File: src/include/six_switch_pkg.sv
package six_switch_pkg;

	// ***************************************************
	// Sizes and frame layout
	// ***************************************************
	localparam int NUM_CH = 6;
	localparam int FRAME_SHORT = 8;
	localparam int FRAME_LONG = 16;
	localparam int FAULT_BITS = 8;
	localparam int CNT_BITS_W = 5;
	localparam int OVER_TEMP_POS = 6;

	// ***************************************************
	// Reset values
	// ***************************************************
	localparam logic [NUM_CH-1:0] CTRL_RST = 6'h00;
	localparam logic [FAULT_BITS-1:0] FAULT_RST = 8'h00;
	localparam logic [FRAME_LONG-1:0] SHIFT_RST = 16'h0000;

	// ***************************************************
	// Timing, figures in microseconds, then clock cycles
	// ***************************************************
	localparam int CLK_MHZ = 100;
	localparam int ARM_DELAY_US = 70;
	localparam int OPEN_DELAY_US = 70;
	localparam int SENSE_PERIOD_US = 4000;
	localparam int SENSE_PULSE_US = 70;
	localparam int ARM_DELAY_CYC = ARM_DELAY_US * CLK_MHZ;
	localparam int OPEN_DELAY_CYC = OPEN_DELAY_US * CLK_MHZ;
	localparam int SENSE_PERIOD_CYC = SENSE_PERIOD_US * CLK_MHZ;
	localparam int SENSE_PULSE_CYC = SENSE_PULSE_US * CLK_MHZ;

	// ***************************************************
	// Carriers
	// ***************************************************
	// Serial link pins as sampled
	typedef struct packed {
		logic sclk;
		logic cs_n;
		logic sdi;
	} link_t;

	// Analog comparator levels from the power stage
	typedef struct packed {
		logic over_volt;
		logic over_temp;
		logic [NUM_CH-1:0] over_cur;
		logic [NUM_CH-1:0] drain_low;
	} sense_t;

	// Fault word as shifted out, most significant bit first
	typedef struct packed {
		logic spare;
		logic over_temp;
		logic [NUM_CH-1:0] chan;
	} fault_word_t;

endpackage

File: src/rtl/chan_protect.sv
`timescale 1ns/100ps
module chan_protect #(
	parameter int ARM_CYC = six_switch_pkg::ARM_DELAY_CYC,
	parameter int OPEN_CYC = six_switch_pkg::OPEN_DELAY_CYC,
	parameter int PERIOD_CYC = six_switch_pkg::SENSE_PERIOD_CYC,
	parameter int PULSE_CYC = six_switch_pkg::SENSE_PULSE_CYC
) (
	// Clock and reset
	input wire logic clock_i,
	input wire logic srst_i,
	// Command and protection inputs, already synchronised
	input wire logic cmd_on_i,
	input wire logic force_off_i,
	input wire logic over_cur_i,
	input wire logic drain_low_i,
	// Gate drive and fault flag
	output logic gate_o,
	output logic fault_o
);
	import six_switch_pkg::*;

	localparam int CW = $clog2(PERIOD_CYC + 1);
	localparam logic [CW-1:0] ARM_LAST = CW'(ARM_CYC - 1);
	localparam logic [CW-1:0] OPEN_DONE = CW'(OPEN_CYC);
	localparam logic [CW-1:0] PULSE_LAST = CW'(PULSE_CYC - 1);
	localparam logic [CW-1:0] DARK_LAST = CW'(PERIOD_CYC - PULSE_CYC - 1);

	typedef enum logic [2:0] {ST_OFF, ST_ARM, ST_ON, ST_PWM_OFF, ST_PWM_ON} chan_state_t;

	chan_state_t state_r;
	logic [CW-1:0] cnt_r;
	logic gate_r;
	logic open_r;
	logic fault_r;
	logic want_on;

	// Commanded on and not locked out by battery over-voltage
	assign want_on = cmd_on_i & ~force_off_i;

	// Channel sequence: arm delay, normal on, low duty sense cycling
	always_ff @(posedge clock_i) begin
		if (srst_i) begin
			state_r <= ST_OFF;
			cnt_r <= '0;
		end else if (!want_on) begin
			if (state_r != ST_OFF) begin
				state_r <= ST_OFF;
				cnt_r <= '0;
			end else if (cnt_r != OPEN_DONE) begin
				cnt_r <= cnt_r + 1'b1;
			end
		end else begin
			unique case (state_r)
				ST_OFF: begin
					state_r <= ST_ARM;
					cnt_r <= '0;
				end
				ST_ARM: begin
					if (cnt_r == ARM_LAST) begin
						state_r <= ST_ON;
						cnt_r <= '0;
					end else begin
						cnt_r <= cnt_r + 1'b1;
					end
				end
				ST_ON: begin
					if (over_cur_i) begin
						state_r <= ST_PWM_OFF;
						cnt_r <= '0;
					end
				end
				ST_PWM_OFF: begin
					if (cnt_r == DARK_LAST) begin
						state_r <= ST_PWM_ON;
						cnt_r <= '0;
					end else begin
						cnt_r <= cnt_r + 1'b1;
					end
				end
				ST_PWM_ON: begin
					if (cnt_r == PULSE_LAST) begin
						state_r <= over_cur_i ? ST_PWM_OFF : ST_ON;
						cnt_r <= '0;
					end else begin
						cnt_r <= cnt_r + 1'b1;
					end
				end
			endcase
		end
	end

	// Gate follows the state, cut at once when the command drops
	always_ff @(posedge clock_i) begin
		if (srst_i) begin
			gate_r <= 1'b0;
		end else begin
			gate_r <= want_on & (state_r == ST_ARM || state_r == ST_ON
				|| state_r == ST_PWM_ON);
		end
	end

	// Open-load test once the drain has settled after turn-off
	always_ff @(posedge clock_i) begin
		if (srst_i) begin
			open_r <= 1'b0;
		end else if (want_on) begin
			open_r <= 1'b0;
		end else if (state_r == ST_OFF && cnt_r == OPEN_DONE) begin
			open_r <= drain_low_i;
		end
	end

	// Channel fault: shorted load cycling or open load
	always_ff @(posedge clock_i) begin
		if (srst_i) begin
			fault_r <= 1'b0;
		end else begin
			fault_r <= open_r | state_r == ST_PWM_OFF | state_r == ST_PWM_ON;
		end
	end

	assign gate_o = gate_r;
	assign fault_o = fault_r;

	// ***************************************************
	// Checks
	// ***************************************************
	property p_ovl_off;
		@(posedge clock_i) disable iff (srst_i)
		force_off_i |=> !gate_r;
	endproperty
	a_ovl_off: assert property (p_ovl_off)
		else $error("gate on during over-voltage");

	property p_arm_guard;
		@(posedge clock_i) disable iff (srst_i)
		state_r == ST_ARM |=> state_r != ST_PWM_OFF;
	endproperty
	a_arm_guard: assert property (p_arm_guard)
		else $error("protection entered before arm delay");

	property p_pwm_enter;
		@(posedge clock_i) disable iff (srst_i)
		state_r == ST_ON && over_cur_i && want_on |=> state_r == ST_PWM_OFF ##1 !gate_r;
	endproperty
	a_pwm_enter: assert property (p_pwm_enter)
		else $error("over-current did not start low duty mode");

	property p_pulse_len;
		@(posedge clock_i) disable iff (srst_i)
		state_r == ST_PWM_ON |-> cnt_r <= PULSE_LAST;
	endproperty
	a_pulse_len: assert property (p_pulse_len)
		else $error("sense pulse too long");

	property p_recover;
		@(posedge clock_i) disable iff (srst_i)
		state_r == ST_PWM_ON && cnt_r == PULSE_LAST && !over_cur_i && want_on
			|=> state_r == ST_ON;
	endproperty
	a_recover: assert property (p_recover)
		else $error("channel did not return to normal");

endmodule

File: src/rtl/six_switch_ctrl.sv
`timescale 1ns/100ps
module six_switch_ctrl #(
	parameter int ARM_CYC = six_switch_pkg::ARM_DELAY_CYC,
	parameter int OPEN_CYC = six_switch_pkg::OPEN_DELAY_CYC,
	parameter int PERIOD_CYC = six_switch_pkg::SENSE_PERIOD_CYC,
	parameter int PULSE_CYC = six_switch_pkg::SENSE_PULSE_CYC
) (
	// Clock and reset
	input wire logic clock_i,
	input wire logic srst_i,
	// Serial link
	input wire logic sclk_i,
	input wire logic cs_n_i,
	input wire logic sdi_i,
	output logic sdo_o,
	output logic sdo_oe_o,
	// Power stage comparators
	input wire logic [six_switch_pkg::NUM_CH-1:0] over_cur_i,
	input wire logic [six_switch_pkg::NUM_CH-1:0] drain_low_i,
	input wire logic over_temp_i,
	input wire logic over_volt_i,
	// Channel gate drives
	output logic output_channel_0_o,
	output logic output_channel_1_o,
	output logic output_channel_2_o,
	output logic output_channel_3_o,
	output logic output_channel_4_o,
	output logic output_channel_5_o,
	// Status
	output logic [six_switch_pkg::NUM_CH-1:0] ctrl_o,
	output six_switch_pkg::fault_word_t fault_word_o,
	output logic frame_err_o
);
	import six_switch_pkg::*;

	localparam logic [CNT_BITS_W-1:0] FAULT_LEN = CNT_BITS_W'(FAULT_BITS);
	localparam logic [CNT_BITS_W-1:0] LEN_SHORT = CNT_BITS_W'(FRAME_SHORT);
	localparam logic [CNT_BITS_W-1:0] LEN_LONG = CNT_BITS_W'(FRAME_LONG);
	localparam logic [CNT_BITS_W-1:0] CNT_MAX = '1;

	// ***************************************************
	// Input synchronisers
	// ***************************************************
	link_t link_s1_r;
	link_t link_s2_r;
	link_t link_d_r;
	sense_t sense_s1_r;
	sense_t sense_s2_r;

	// Two stages for every pin from outside the clock domain
	always_ff @(posedge clock_i) begin
		if (srst_i) begin
			link_s1_r <= '{sclk: 1'b0, cs_n: 1'b1, sdi: 1'b0};
			link_s2_r <= '{sclk: 1'b0, cs_n: 1'b1, sdi: 1'b0};
			sense_s1_r <= '0;
			sense_s2_r <= '0;
		end else begin
			link_s1_r <= '{sclk: sclk_i, cs_n: cs_n_i, sdi: sdi_i};
			link_s2_r <= link_s1_r;
			sense_s1_r <= '{over_volt: over_volt_i, over_temp: over_temp_i,
				over_cur: over_cur_i, drain_low: drain_low_i};
			sense_s2_r <= sense_s1_r;
		end
	end

	// Delayed copy of the settled link for edge finding
	always_ff @(posedge clock_i) begin
		if (srst_i) begin
			link_d_r <= '{sclk: 1'b0, cs_n: 1'b1, sdi: 1'b0};
		end else begin
			link_d_r <= link_s2_r;
		end
	end

	// ***************************************************
	// Link edges
	// ***************************************************
	logic cs_low;
	logic cs_fall;
	logic cs_rise;
	logic sclk_rise;
	logic shift_en;

	// Edges seen on the settled samples
	assign cs_low = ~link_s2_r.cs_n;
	assign cs_fall = ~link_s2_r.cs_n & link_d_r.cs_n;
	assign cs_rise = link_s2_r.cs_n & ~link_d_r.cs_n;
	assign sclk_rise = link_s2_r.sclk & ~link_d_r.sclk;
	assign shift_en = sclk_rise & cs_low & ~cs_fall;

	// ***************************************************
	// Serial shift path
	// ***************************************************
	logic [FRAME_LONG-1:0] in_sh_r;
	logic [FAULT_BITS-1:0] out_sh_r;
	logic [CNT_BITS_W-1:0] bit_cnt_r;
	logic sdo_r;
	logic sdo_oe_r;
	fault_word_t fault_now;
	logic [NUM_CH-1:0] chan_fault_w;
	logic [NUM_CH-1:0] gate_w;

	// Live fault picture for the snapshot
	assign fault_now = '{spare: 1'b0, over_temp: sense_s2_r.over_temp,
		chan: chan_fault_w};

	// Input bits enter at the bottom so the first bit ends on top
	always_ff @(posedge clock_i) begin
		if (srst_i) begin
			in_sh_r <= SHIFT_RST;
		end else if (shift_en) begin
			in_sh_r <= {in_sh_r[FRAME_LONG-2:0], link_s2_r.sdi};
		end
	end

	// Bits taken since the frame opened, stuck at the top
	always_ff @(posedge clock_i) begin
		if (srst_i) begin
			bit_cnt_r <= '0;
		end else if (cs_fall) begin
			bit_cnt_r <= '0;
		end else if (shift_en && bit_cnt_r != CNT_MAX) begin
			bit_cnt_r <= bit_cnt_r + 1'b1;
		end
	end

	// Fault word loaded at frame open, shifted out mixed into the first eight data bits
	always_ff @(posedge clock_i) begin
		if (srst_i) begin
			out_sh_r <= FAULT_RST;
		end else if (cs_fall) begin
			out_sh_r <= fault_now;
		end else if (shift_en) begin
			out_sh_r <= {out_sh_r[FAULT_BITS-2:0], 1'b0};
		end
	end

	// Output bit is the fault bit mixed with the bit just taken for the first eight bits, then the bit alone
	always_ff @(posedge clock_i) begin
		if (srst_i) begin
			sdo_r <= 1'b0;
		end else if (cs_fall) begin
			sdo_r <= 1'b0;
		end else if (shift_en) begin
			if (bit_cnt_r < FAULT_LEN) begin
				sdo_r <= out_sh_r[FAULT_BITS-1] ^ link_s2_r.sdi;
			end else begin
				sdo_r <= link_s2_r.sdi;
			end
		end
	end

	// Output driven only inside the frame
	always_ff @(posedge clock_i) begin
		if (srst_i) begin
			sdo_oe_r <= 1'b0;
		end else begin
			sdo_oe_r <= cs_low;
		end
	end

	// ***************************************************
	// Frame close
	// ***************************************************
	logic [NUM_CH-1:0] ctrl_r;
	fault_word_t fault_snap_r;
	logic frame_err_r;

	// Last six bits become the channel commands at frame close
	always_ff @(posedge clock_i) begin
		if (srst_i) begin
			ctrl_r <= CTRL_RST;
		end else if (cs_rise) begin
			ctrl_r <= in_sh_r[NUM_CH-1:0];
		end
	end

	// Copy of the fault word taken at frame open, for status
	always_ff @(posedge clock_i) begin
		if (srst_i) begin
			fault_snap_r <= FAULT_RST;
		end else if (cs_fall) begin
			fault_snap_r <= fault_now;
		end
	end

	// Frame length other than eight or sixteen bits
	always_ff @(posedge clock_i) begin
		if (srst_i) begin
			frame_err_r <= 1'b0;
		end else if (cs_rise) begin
			frame_err_r <= bit_cnt_r != LEN_SHORT && bit_cnt_r != LEN_LONG;
		end
	end

	// ***************************************************
	// Channel protection
	// ***************************************************
	// One independent protection block per channel
	for (genvar i = 0; i < NUM_CH; i++) begin : g_chan
		chan_protect #(
			.ARM_CYC(ARM_CYC),
			.OPEN_CYC(OPEN_CYC),
			.PERIOD_CYC(PERIOD_CYC),
			.PULSE_CYC(PULSE_CYC)
		) u_chan (
			.clock_i(clock_i),
			.srst_i(srst_i),
			.cmd_on_i(ctrl_r[i]),
			.force_off_i(sense_s2_r.over_volt),
			.over_cur_i(sense_s2_r.over_cur[i]),
			.drain_low_i(sense_s2_r.drain_low[i]),
			.gate_o(gate_w[i]),
			.fault_o(chan_fault_w[i])
		);
	end

	// Outputs, each straight from a flip-flop
	assign output_channel_0_o = gate_w[0];
	assign output_channel_1_o = gate_w[1];
	assign output_channel_2_o = gate_w[2];
	assign output_channel_3_o = gate_w[3];
	assign output_channel_4_o = gate_w[4];
	assign output_channel_5_o = gate_w[5];
	assign sdo_o = sdo_r;
	assign sdo_oe_o = sdo_oe_r;
	assign ctrl_o = ctrl_r;
	assign fault_word_o = fault_snap_r;
	assign frame_err_o = frame_err_r;

	// ***************************************************
	// Checks
	// ***************************************************
	property p_msb_first;
		@(posedge clock_i) disable iff (srst_i)
		shift_en |=> in_sh_r == {$past(in_sh_r[FRAME_LONG-2:0]), $past(link_s2_r.sdi)};
	endproperty
	a_msb_first: assert property (p_msb_first)
		else $error("input bit not shifted in at bottom");

	property p_latch;
		@(posedge clock_i) disable iff (srst_i)
		cs_rise |=> ctrl_r == $past(in_sh_r[NUM_CH-1:0]);
	endproperty
	a_latch: assert property (p_latch)
		else $error("control latch missed frame close");

	property p_hold;
		@(posedge clock_i) disable iff (srst_i)
		!cs_rise |=> $stable(ctrl_r);
	endproperty
	a_hold: assert property (p_hold)
		else $error("control latch moved outside frame close");

	property p_snapshot;
		@(posedge clock_i) disable iff (srst_i)
		cs_fall |=> fault_snap_r == $past(fault_now) && out_sh_r == $past(fault_now);
	endproperty
	a_snapshot: assert property (p_snapshot)
		else $error("fault snapshot wrong at frame open");

	property p_xor;
		@(posedge clock_i) disable iff (srst_i)
		shift_en && bit_cnt_r < FAULT_LEN
			|=> sdo_r == ($past(out_sh_r[FAULT_BITS-1]) ^ $past(link_s2_r.sdi));
	endproperty
	a_xor: assert property (p_xor)
		else $error("output bit not fault xor input");

	property p_sdo_edge;
		@(posedge clock_i) disable iff (srst_i)
		!shift_en && !cs_fall |=> $stable(sdo_r);
	endproperty
	a_sdo_edge: assert property (p_sdo_edge)
		else $error("output bit changed off the clock edge");

	property p_release;
		@(posedge clock_i) disable iff (srst_i)
		cs_rise |=> !sdo_oe_r ##1 !sdo_oe_r;
	endproperty
	a_release: assert property (p_release)
		else $error("output still driven after frame close");

	property p_temp_pos;
		@(posedge clock_i) disable iff (srst_i)
		cs_fall |=> out_sh_r[OVER_TEMP_POS] == $past(sense_s2_r.over_temp);
	endproperty
	a_temp_pos: assert property (p_temp_pos)
		else $error("over-temperature flag misplaced");

endmodule

File: config.mk
export PLATFORM = sky130hd
export DESIGN_NAME = six_switch_ctrl
export DESIGN_NICKNAME = d
export VERILOG_FILES = /design/src/include/six_switch_pkg.sv /design/src/rtl/chan_protect.sv /design/src/rtl/six_switch_ctrl.sv
export SDC_FILE = /design/constraint.sdc
export NUM_CORES = 1
export LEC_CHECK = 0
export ABC_AREA = 1
export BUFFER_PORTS_ARGS = -buffer_cell sky130_fd_sc_hd__buf_2
export CAP_MARGIN = 20
export CORE_AREA = 2 2 147 220
export CTS_CLUSTER_SIZE = 8
export DETAILED_ROUTE_END_ITERATION = 8
export DIE_AREA = 0 0 149 222
export GPL_ROUTABILITY_DRIVEN = 1
export PLACE_DENSITY_LB_ADDON = 0.12
export SLEW_MARGIN = 10
export SYNTH_ARGS = -nofsm -noshare
export SYNTH_HDL_FRONTEND = slang
export SYNTH_HIERARCHICAL = 1
export SYNTH_SLANG_ARGS = --single-unit
export TNS_END_PERCENT = 1
File: constraint.sdc
create_clock -name clock_i -period 3.2 [get_ports clock_i]
set_input_delay 0.96 -clock clock_i [delete_from_list [all_inputs] [get_ports clock_i]]
set_output_delay 0.96 -clock clock_i [all_outputs]
set_load 0.02 [all_outputs]
==> results of run 1 <==
[power by group through the flow]
stage	Combinational (W)	Sequential [W]	Clock, W
6_report	0.00172	0.00312	0.00284
5_1_grt	0.00200	0.00315	0.00305
4_1_cts	0.00176	0.00312	0.00294
3_5_place_dp	0.00175	0.00318	0
3_3_place_gp	0.00173	0.00317	0
2_1_floorplan	0.00143	0.00314	0
[placed cells by master, fill, tap and decap left out, drive strengths merged]
cell / instances
a21o: 6
a21oi: 29
buf: 42
clkbuf: 31
clkinv: 1
conb: 1
dfxtp: 221
ha: 15
inv: 337
nand2: 455
nand3: 163
nand3b: 12
nand4: 56
nor2: 370
nor3: 42
nor4: 6
o2111ai: 6
o211ai: 6
o21ai: 77
o21bai: 6
o31ai: 6
or2: 6
xor2: 30
[metal layers]
layer,vias up,GRT usage
li1,5923,-
met1,5084,0.210
met2,149,0.340
met3,53,0.0263
met4,0,0.0605
met5,-,0
[kinds of logic after synthesis]
logic type / count (synthesis) / share of synthesized area
DFF: 221 / 0.359
and+or+nand+nor: 1110 / 0.415
AOI/OAI and AO/OA: 136 / 0.0620
adders and majority gates: 15 / 0.0153
buffers and inverters: 374 / 0.127
other: 1 / 0.000305
xor gates and xnor gates: 30 / 0.0213
[worst min-delay path, cell delays in order, from the launching register on]
cell,delay (ps)
dfxtp_1,290
inv_1,40
nor2_1,30
[worst min-delay path by stage]
stage              startpoint             to  slack (ps)
2_1_floorplan  sense_s1_r[12]   fault_now[6]         390
3_3_place_gp     link_s1_r[2]   link_s2_r[2]         390
3_5_place_dp    sense_s1_r[2]  sense_s2_r[2]         390
4_1_cts         sense_s1_r[1]  sense_s2_r[1]         390
5_1_grt          link_s1_r[2]   link_s2_r[2]         410
6_report        sense_s1_r[1]  sense_s2_r[1]         390
[sequential cells by signal, summed over array words and instances (netlist names), 2 cells and up]
name and flops:
bit_cnt_r 5, ctrl_o 6, fault_word_o 7, g_chan.u_chan/cnt_r 114, g_chan.u_chan/fault_o 6, g_chan.u_chan/gate_o 6
g_chan.u_chan/open_r 6, g_chan.u_chan/state_r 18, in_sh_r 6, link_d_r 2, link_s1_r 3, link_s2_r 3
out_sh_r 8, sense_s1_r 14, sense_s2_r 13
[layout make-up]
cell class	count	area share
multi-input combinational	1292	0.468
sequential	221	0.327
inverter	336	0.0933
clock buffer	31	0.0574
tap	405	0.0375
timing repair buffer	42	0.0159
clock inverter	2	0.00102
[per-stage QoR]
step	hold WS, ps	utilization
after floorplan	388	-
after global placement	392	0.410
after detailed placement	393	0.410
after CTS	385	0.436
after global routing	411	0.436
final	393	0.436
==> flow_summary.yaml, run 1 <==
outcome:
  status: "completed"
route:
  drtIter0Drc: 479
  vias: 11200
  top_layer_used: "met4"
  firstDrtPassIters: 5
  met1_length_um: 12700
  route.detailed.drc: 0
  wire_per_inst_um: 12.9
  finalWirelength_um: 30000
  vias_per_cell: 4.81
  route.met2.wl_um: 15400
  ant_nets: 0
  wl_met3_um: 1110
timing:
  period_minus_slack_ps: 2320
  drv_slew: 0
  worst_slack_ps: 885
  max_freq_mhz: 432
  hold_violations: 0
  fin_skew_ps: 20.0
  grt_setup_unrepaired: "no"
  setup_violations: 0
  timing.setup.tns_ps: 0
  relSlewSlack: 0.537
  worst_pin_slew_ps: 693
  timing.final.crit_share: 0.724
yosys:
  netlist.area_leader.share: 0.359
  synth_ff_type: "dfxtp_1"
  synthTopCellsByCount: "nand2_1, nor2_1, inv_1"
  synthCells: 1887
  syn_nets: 1921
  synth_top_area_cell: "dfxtp_1"
  ys_types: 36
  synth_edf_count: 0
  yosysMostFrequentCell: "nand2_1"
  synth-seq-cells: 221
  yosys_warnings: 6
  syn-cell-area_um2: 12300
  async_flop_share: 0
  seq_area_frac_synth: 0.359
  synth_area_per_cell_um2: 6.52
  synth_area_leaders: "dfxtp_1, nand2_1, nor2_1"
hold_path:
  hp-class: "reg2reg"
  holdPathStages: 2
setup_path:
  cp.required_ps: 3640
  cp-endpoint: "g_chan[5].u_chan/cnt_r[8]"
  cp_max_fo: 20
  crit_path_end_kind: "flip-flop"
  cp.depth: 7
  max_stage_delay_ps: 740
  reg2reg_depth: 7
  critPathLaunchType: "flip-flop"
  crit_family: "simple AND/OR/NAND/NOR gates"
  cp_common_cell: "nand2_1"
  crit_path_start: "sense_s2_r[13]"
  crit_chain: "nor2_4 -> nand3b_1 -> nand2_1 -> nand2_1 -> nand3_1 -> a21oi_1 -> nor2_1"
  regToRegEndpoint: "g_chan[5].u_chan/cnt_r[8]"
  rr_startpoint: "sense_s2_r[13]"
  critical_path_arrival_ps: 2760
  r2r_slack_ps: 880
  cp_slowest_cell: "dfxtp_1"
  critPathKind: "reg2reg"
  critPathBufInv: 0
placement:
  post-dp-hpwl_um: 22200
  place_inst: 2296
  io_buffers: 40
  place_congestion: 0.841
  place_ws_ps: 750
  dpl_cell_area_um2: 12700
global_route:
  grt_overflow_total: 0
  antenna_found_initial: 0
  grt_usage: 0.182
  grt_max_degree: 29
  grt_pass1_vias: 10900
  grt_pass1_wl_um: 51000
cts:
  post_cts_buffers: 0
  cts_buffers: 31
  cts_root_buf: "clkbuf_16"
  tritoncts: "yes"
  path_clk_slew_ps: 50
  clock_latency_ps: 570
  h-tree-depth: 1
  clockBufferDepth: 3
  clkSinkCount: 221
  ctsResizeCount: 0
  ctsHoldBuffers: 0
final_layout:
  drive_above_1_share: 0.102
  seqCellArea_um2: 4420
  fin_area_um2: 13500
  n_antenna_cell: 0
  final_cells: 2329
  n_fill_cell: 3380
  final_nets: 1958
  synthToLayoutAreaGrowth_pct: 9.85
  multiInputGateArea_um2: 6320
power:
  ir_worst_vdd_uv: 358
  p_switching_w: 0.00250
  p_per_area_nw_per_um2: 568
  design_power_total_w: 0.00768
  seqPwrFrac: 0.407
  leakagePower_nw: 6.15
  swShare: 0.326
  internal_power_w: 0.00518
  comb_power_share: 0.224
  clock_power_share: 0.369
die:
  die_h_um: 222
  initial_core_util: 0.397
  num_rows: 79
  dieArea_um2: 33100
  core_um2: 31000
  ios: 42
  die_w_um: 149
flow_run:
  max_cap_viol_count: 0
Note: power is estimated with default switching activity, not from simulation.
==> inputs of run 2 (changes only) <==
- clock period: 3.2 -> 2.09 ns (I/O delays scaled with it)
==> run 2 against run 1 <==
Core utilization is 0.32 points higher; sequential cell count is the same; via count hardly changed; sequential share of layout area decreased by 0.23 points; largest cell class unchanged; combinational power rose by 55%; sequential power rose by 53%; setup slack got worse by 600 ps.
==> flow_summary.yaml, run 2 (synthesis results as in run 1) <==
outcome:
  status: "completed"
setup_path:
  reg2reg_depth: 8
  max_stage_delay_ps: 420
  regToRegEndpoint: "g_chan[1].u_chan/cnt_r[10]"
  rr_startpoint: "sense_s2_r[13]"
  cp_slowest_cell: "dfxtp_2"
  crit_path_start: "sense_s2_r[13]"
  critPathBufInv: 1
  cp.required_ps: 2530
  crit_path_end_kind: "flip-flop"
  critical_path_arrival_ps: 2250
  crit_chain: "nor2_4 -> nand3b_1 -> nand2_1 -> nand2_1 -> buf_12 -> nand2_1 -> xor2_1 -> nor2_1"
  crit_family: "simple AND/OR/NAND/NOR gates"
  critPathKind: "reg2reg"
  cp_max_fo: 14
  critPathLaunchType: "flip-flop"
  cp_common_cell: "nand2_1"
  r2r_slack_ps: 290
route:
  drtIter0Drc: 392
  vias_per_cell: 4.79
  finalWirelength_um: 29400
  route.detailed.drc: 0
  ant_nets: 0
  wire_per_inst_um: 12.6
  vias: 11200
  firstDrtPassIters: 5
placement:
  post-dp-hpwl_um: 22000
  io_buffers: 40
  place_congestion: 0.848
cts:
  path_clk_slew_ps: 50
  post_cts_buffers: 0
  clockBufferDepth: 3
  clkSinkCount: 221
  ctsHoldBuffers: 0
  h-tree-depth: 1
  clock_latency_ps: 560
  cts_root_buf: "clkbuf_16"
  cts_buffers: 31
  tritoncts: "yes"
  ctsResizeCount: 0
hold_path:
  worstHoldStart: "sdi_i"
  holdPathStages: 3
  min_to: "link_s1_r[0]"
  hp-class: "in2reg"
final_layout:
  seqCellArea_um2: 4430
  reg.largest.list: "g_chan.u_chan/cnt_r x114, g_chan.u_chan/state_r x18, sense_s1_r x14"
  largest_register_ffs: 114
  drive_above_1_share: 0.107
  synthToLayoutAreaGrowth_pct: 10.7
  regMostFlops: "g_chan.u_chan/cnt_r"
  n_fill_cell: 3346
  multiInputGateArea_um2: 6320
  final_nets: 1969
  layout_common_cells: "nand2_1, nor2_1, inv_1"
  final_common_cell: "nand2_1"
  n_antenna_cell: 0
timing:
  grt_setup_unrepaired: "no"
  worst_pin_slew_ps: 505
  setup_violations: 0
  hold_violations: 0
  timing.setup.tns_ps: 0
  fin_skew_ps: 18.9
  relSlewSlack: 0.663
  max_freq_mhz: 554
  timing.final.crit_share: 0.863
  period_minus_slack_ps: 1800
  drv_slew: 0
power:
  design_power_total_w: 0.0117
  ir_worst_vdd_uv: 509
  p_per_area_nw_per_um2: 862
  leakagePower_nw: 6.21
global_route:
  grt_usage: 0.181
  grt_pass1_wl_um: 50300
  grt_pass1_vias: 10900
  grt_overflow_total: 0
  grt_max_degree: 22
  antenna_found_initial: 0
die:
  die_w_um: 149
  ios: 42
  die_h_um: 222
  core_um2: 31000
  dieArea_um2: 33100
  num_rows: 79
  initial_core_util: 0.397
flow_run:
  max_cap_viol_count: 0
-- run 2: cell types whose count changed in the layout (fill, tap and decap cells not counted) --
cell and change:
buf_12 +2, buf_4 +9, dfxtp_2 +1, inv_6 -1
dfxtp_1 -1
-- run 2: worst max path at each step --
stage	depth (start not counted)	end	slack [ps]
global placement	9	g_chan[0].u_chan/cnt_r[14]	90
global route	11	g_chan[0].u_chan/cnt_r[14]	130
detailed placement	9	g_chan[1].u_chan/cnt_r[10]	60
finish	8	g_chan[1].u_chan/cnt_r[10]	290
CTS	9	g_chan[0].u_chan/cnt_r[14]	50
floorplan	9	g_chan[0].u_chan/cnt_r[2]	470
-- run 2: worst reg2reg max path: cells and delay by family, from the launching register on --
family | cells | cell delay, ps
xor+xnor | 1 | 160
buf+inv | 1 | 210
flops | 1 | 420
simple gates | 6 | 900
-- run 2: power breakdown --
group	internal, W	leakage, nW	total [W]	switching, W
registers	0.00452	1.80	0.00478	0.000262
clock network	0.00256	0.386	0.00430	0.00174
logic	0.000854	4.03	0.00267	0.00181
-- run 2: metal layers --
metal  routed length [um]  track usage  share of wire
met1                12600        0.206           0.43
met3                  844       0.0204          0.029
met5                    0            0              0
met2                14800        0.333           0.50
met4                 1190       0.0802          0.041
-- run 2: cell type report --
class,count,share of cell area
inverters,336,0.0926
well taps,405,0.0372
repair buffers,53,0.0237
flip-flops and latches,221,0.325
clock inverters,1,0.000367
clock buffers,31,0.0570
multi-input cells,1292,0.464
-- run 2: metrics by stage --
step                hold slack [ps]  cells  utilization  setup slack [ps]  area (um^2)
CTS                             242   2339        0.439              49.1        13600
floorplan                       388   1887            -               472        12300
global route                    269   2339        0.439               132        13600
detailed placement              396   2307        0.414              56.4        12800
global placement                390   2307        0.414              85.0        12800
finish                          272   2339        0.439               286        13600
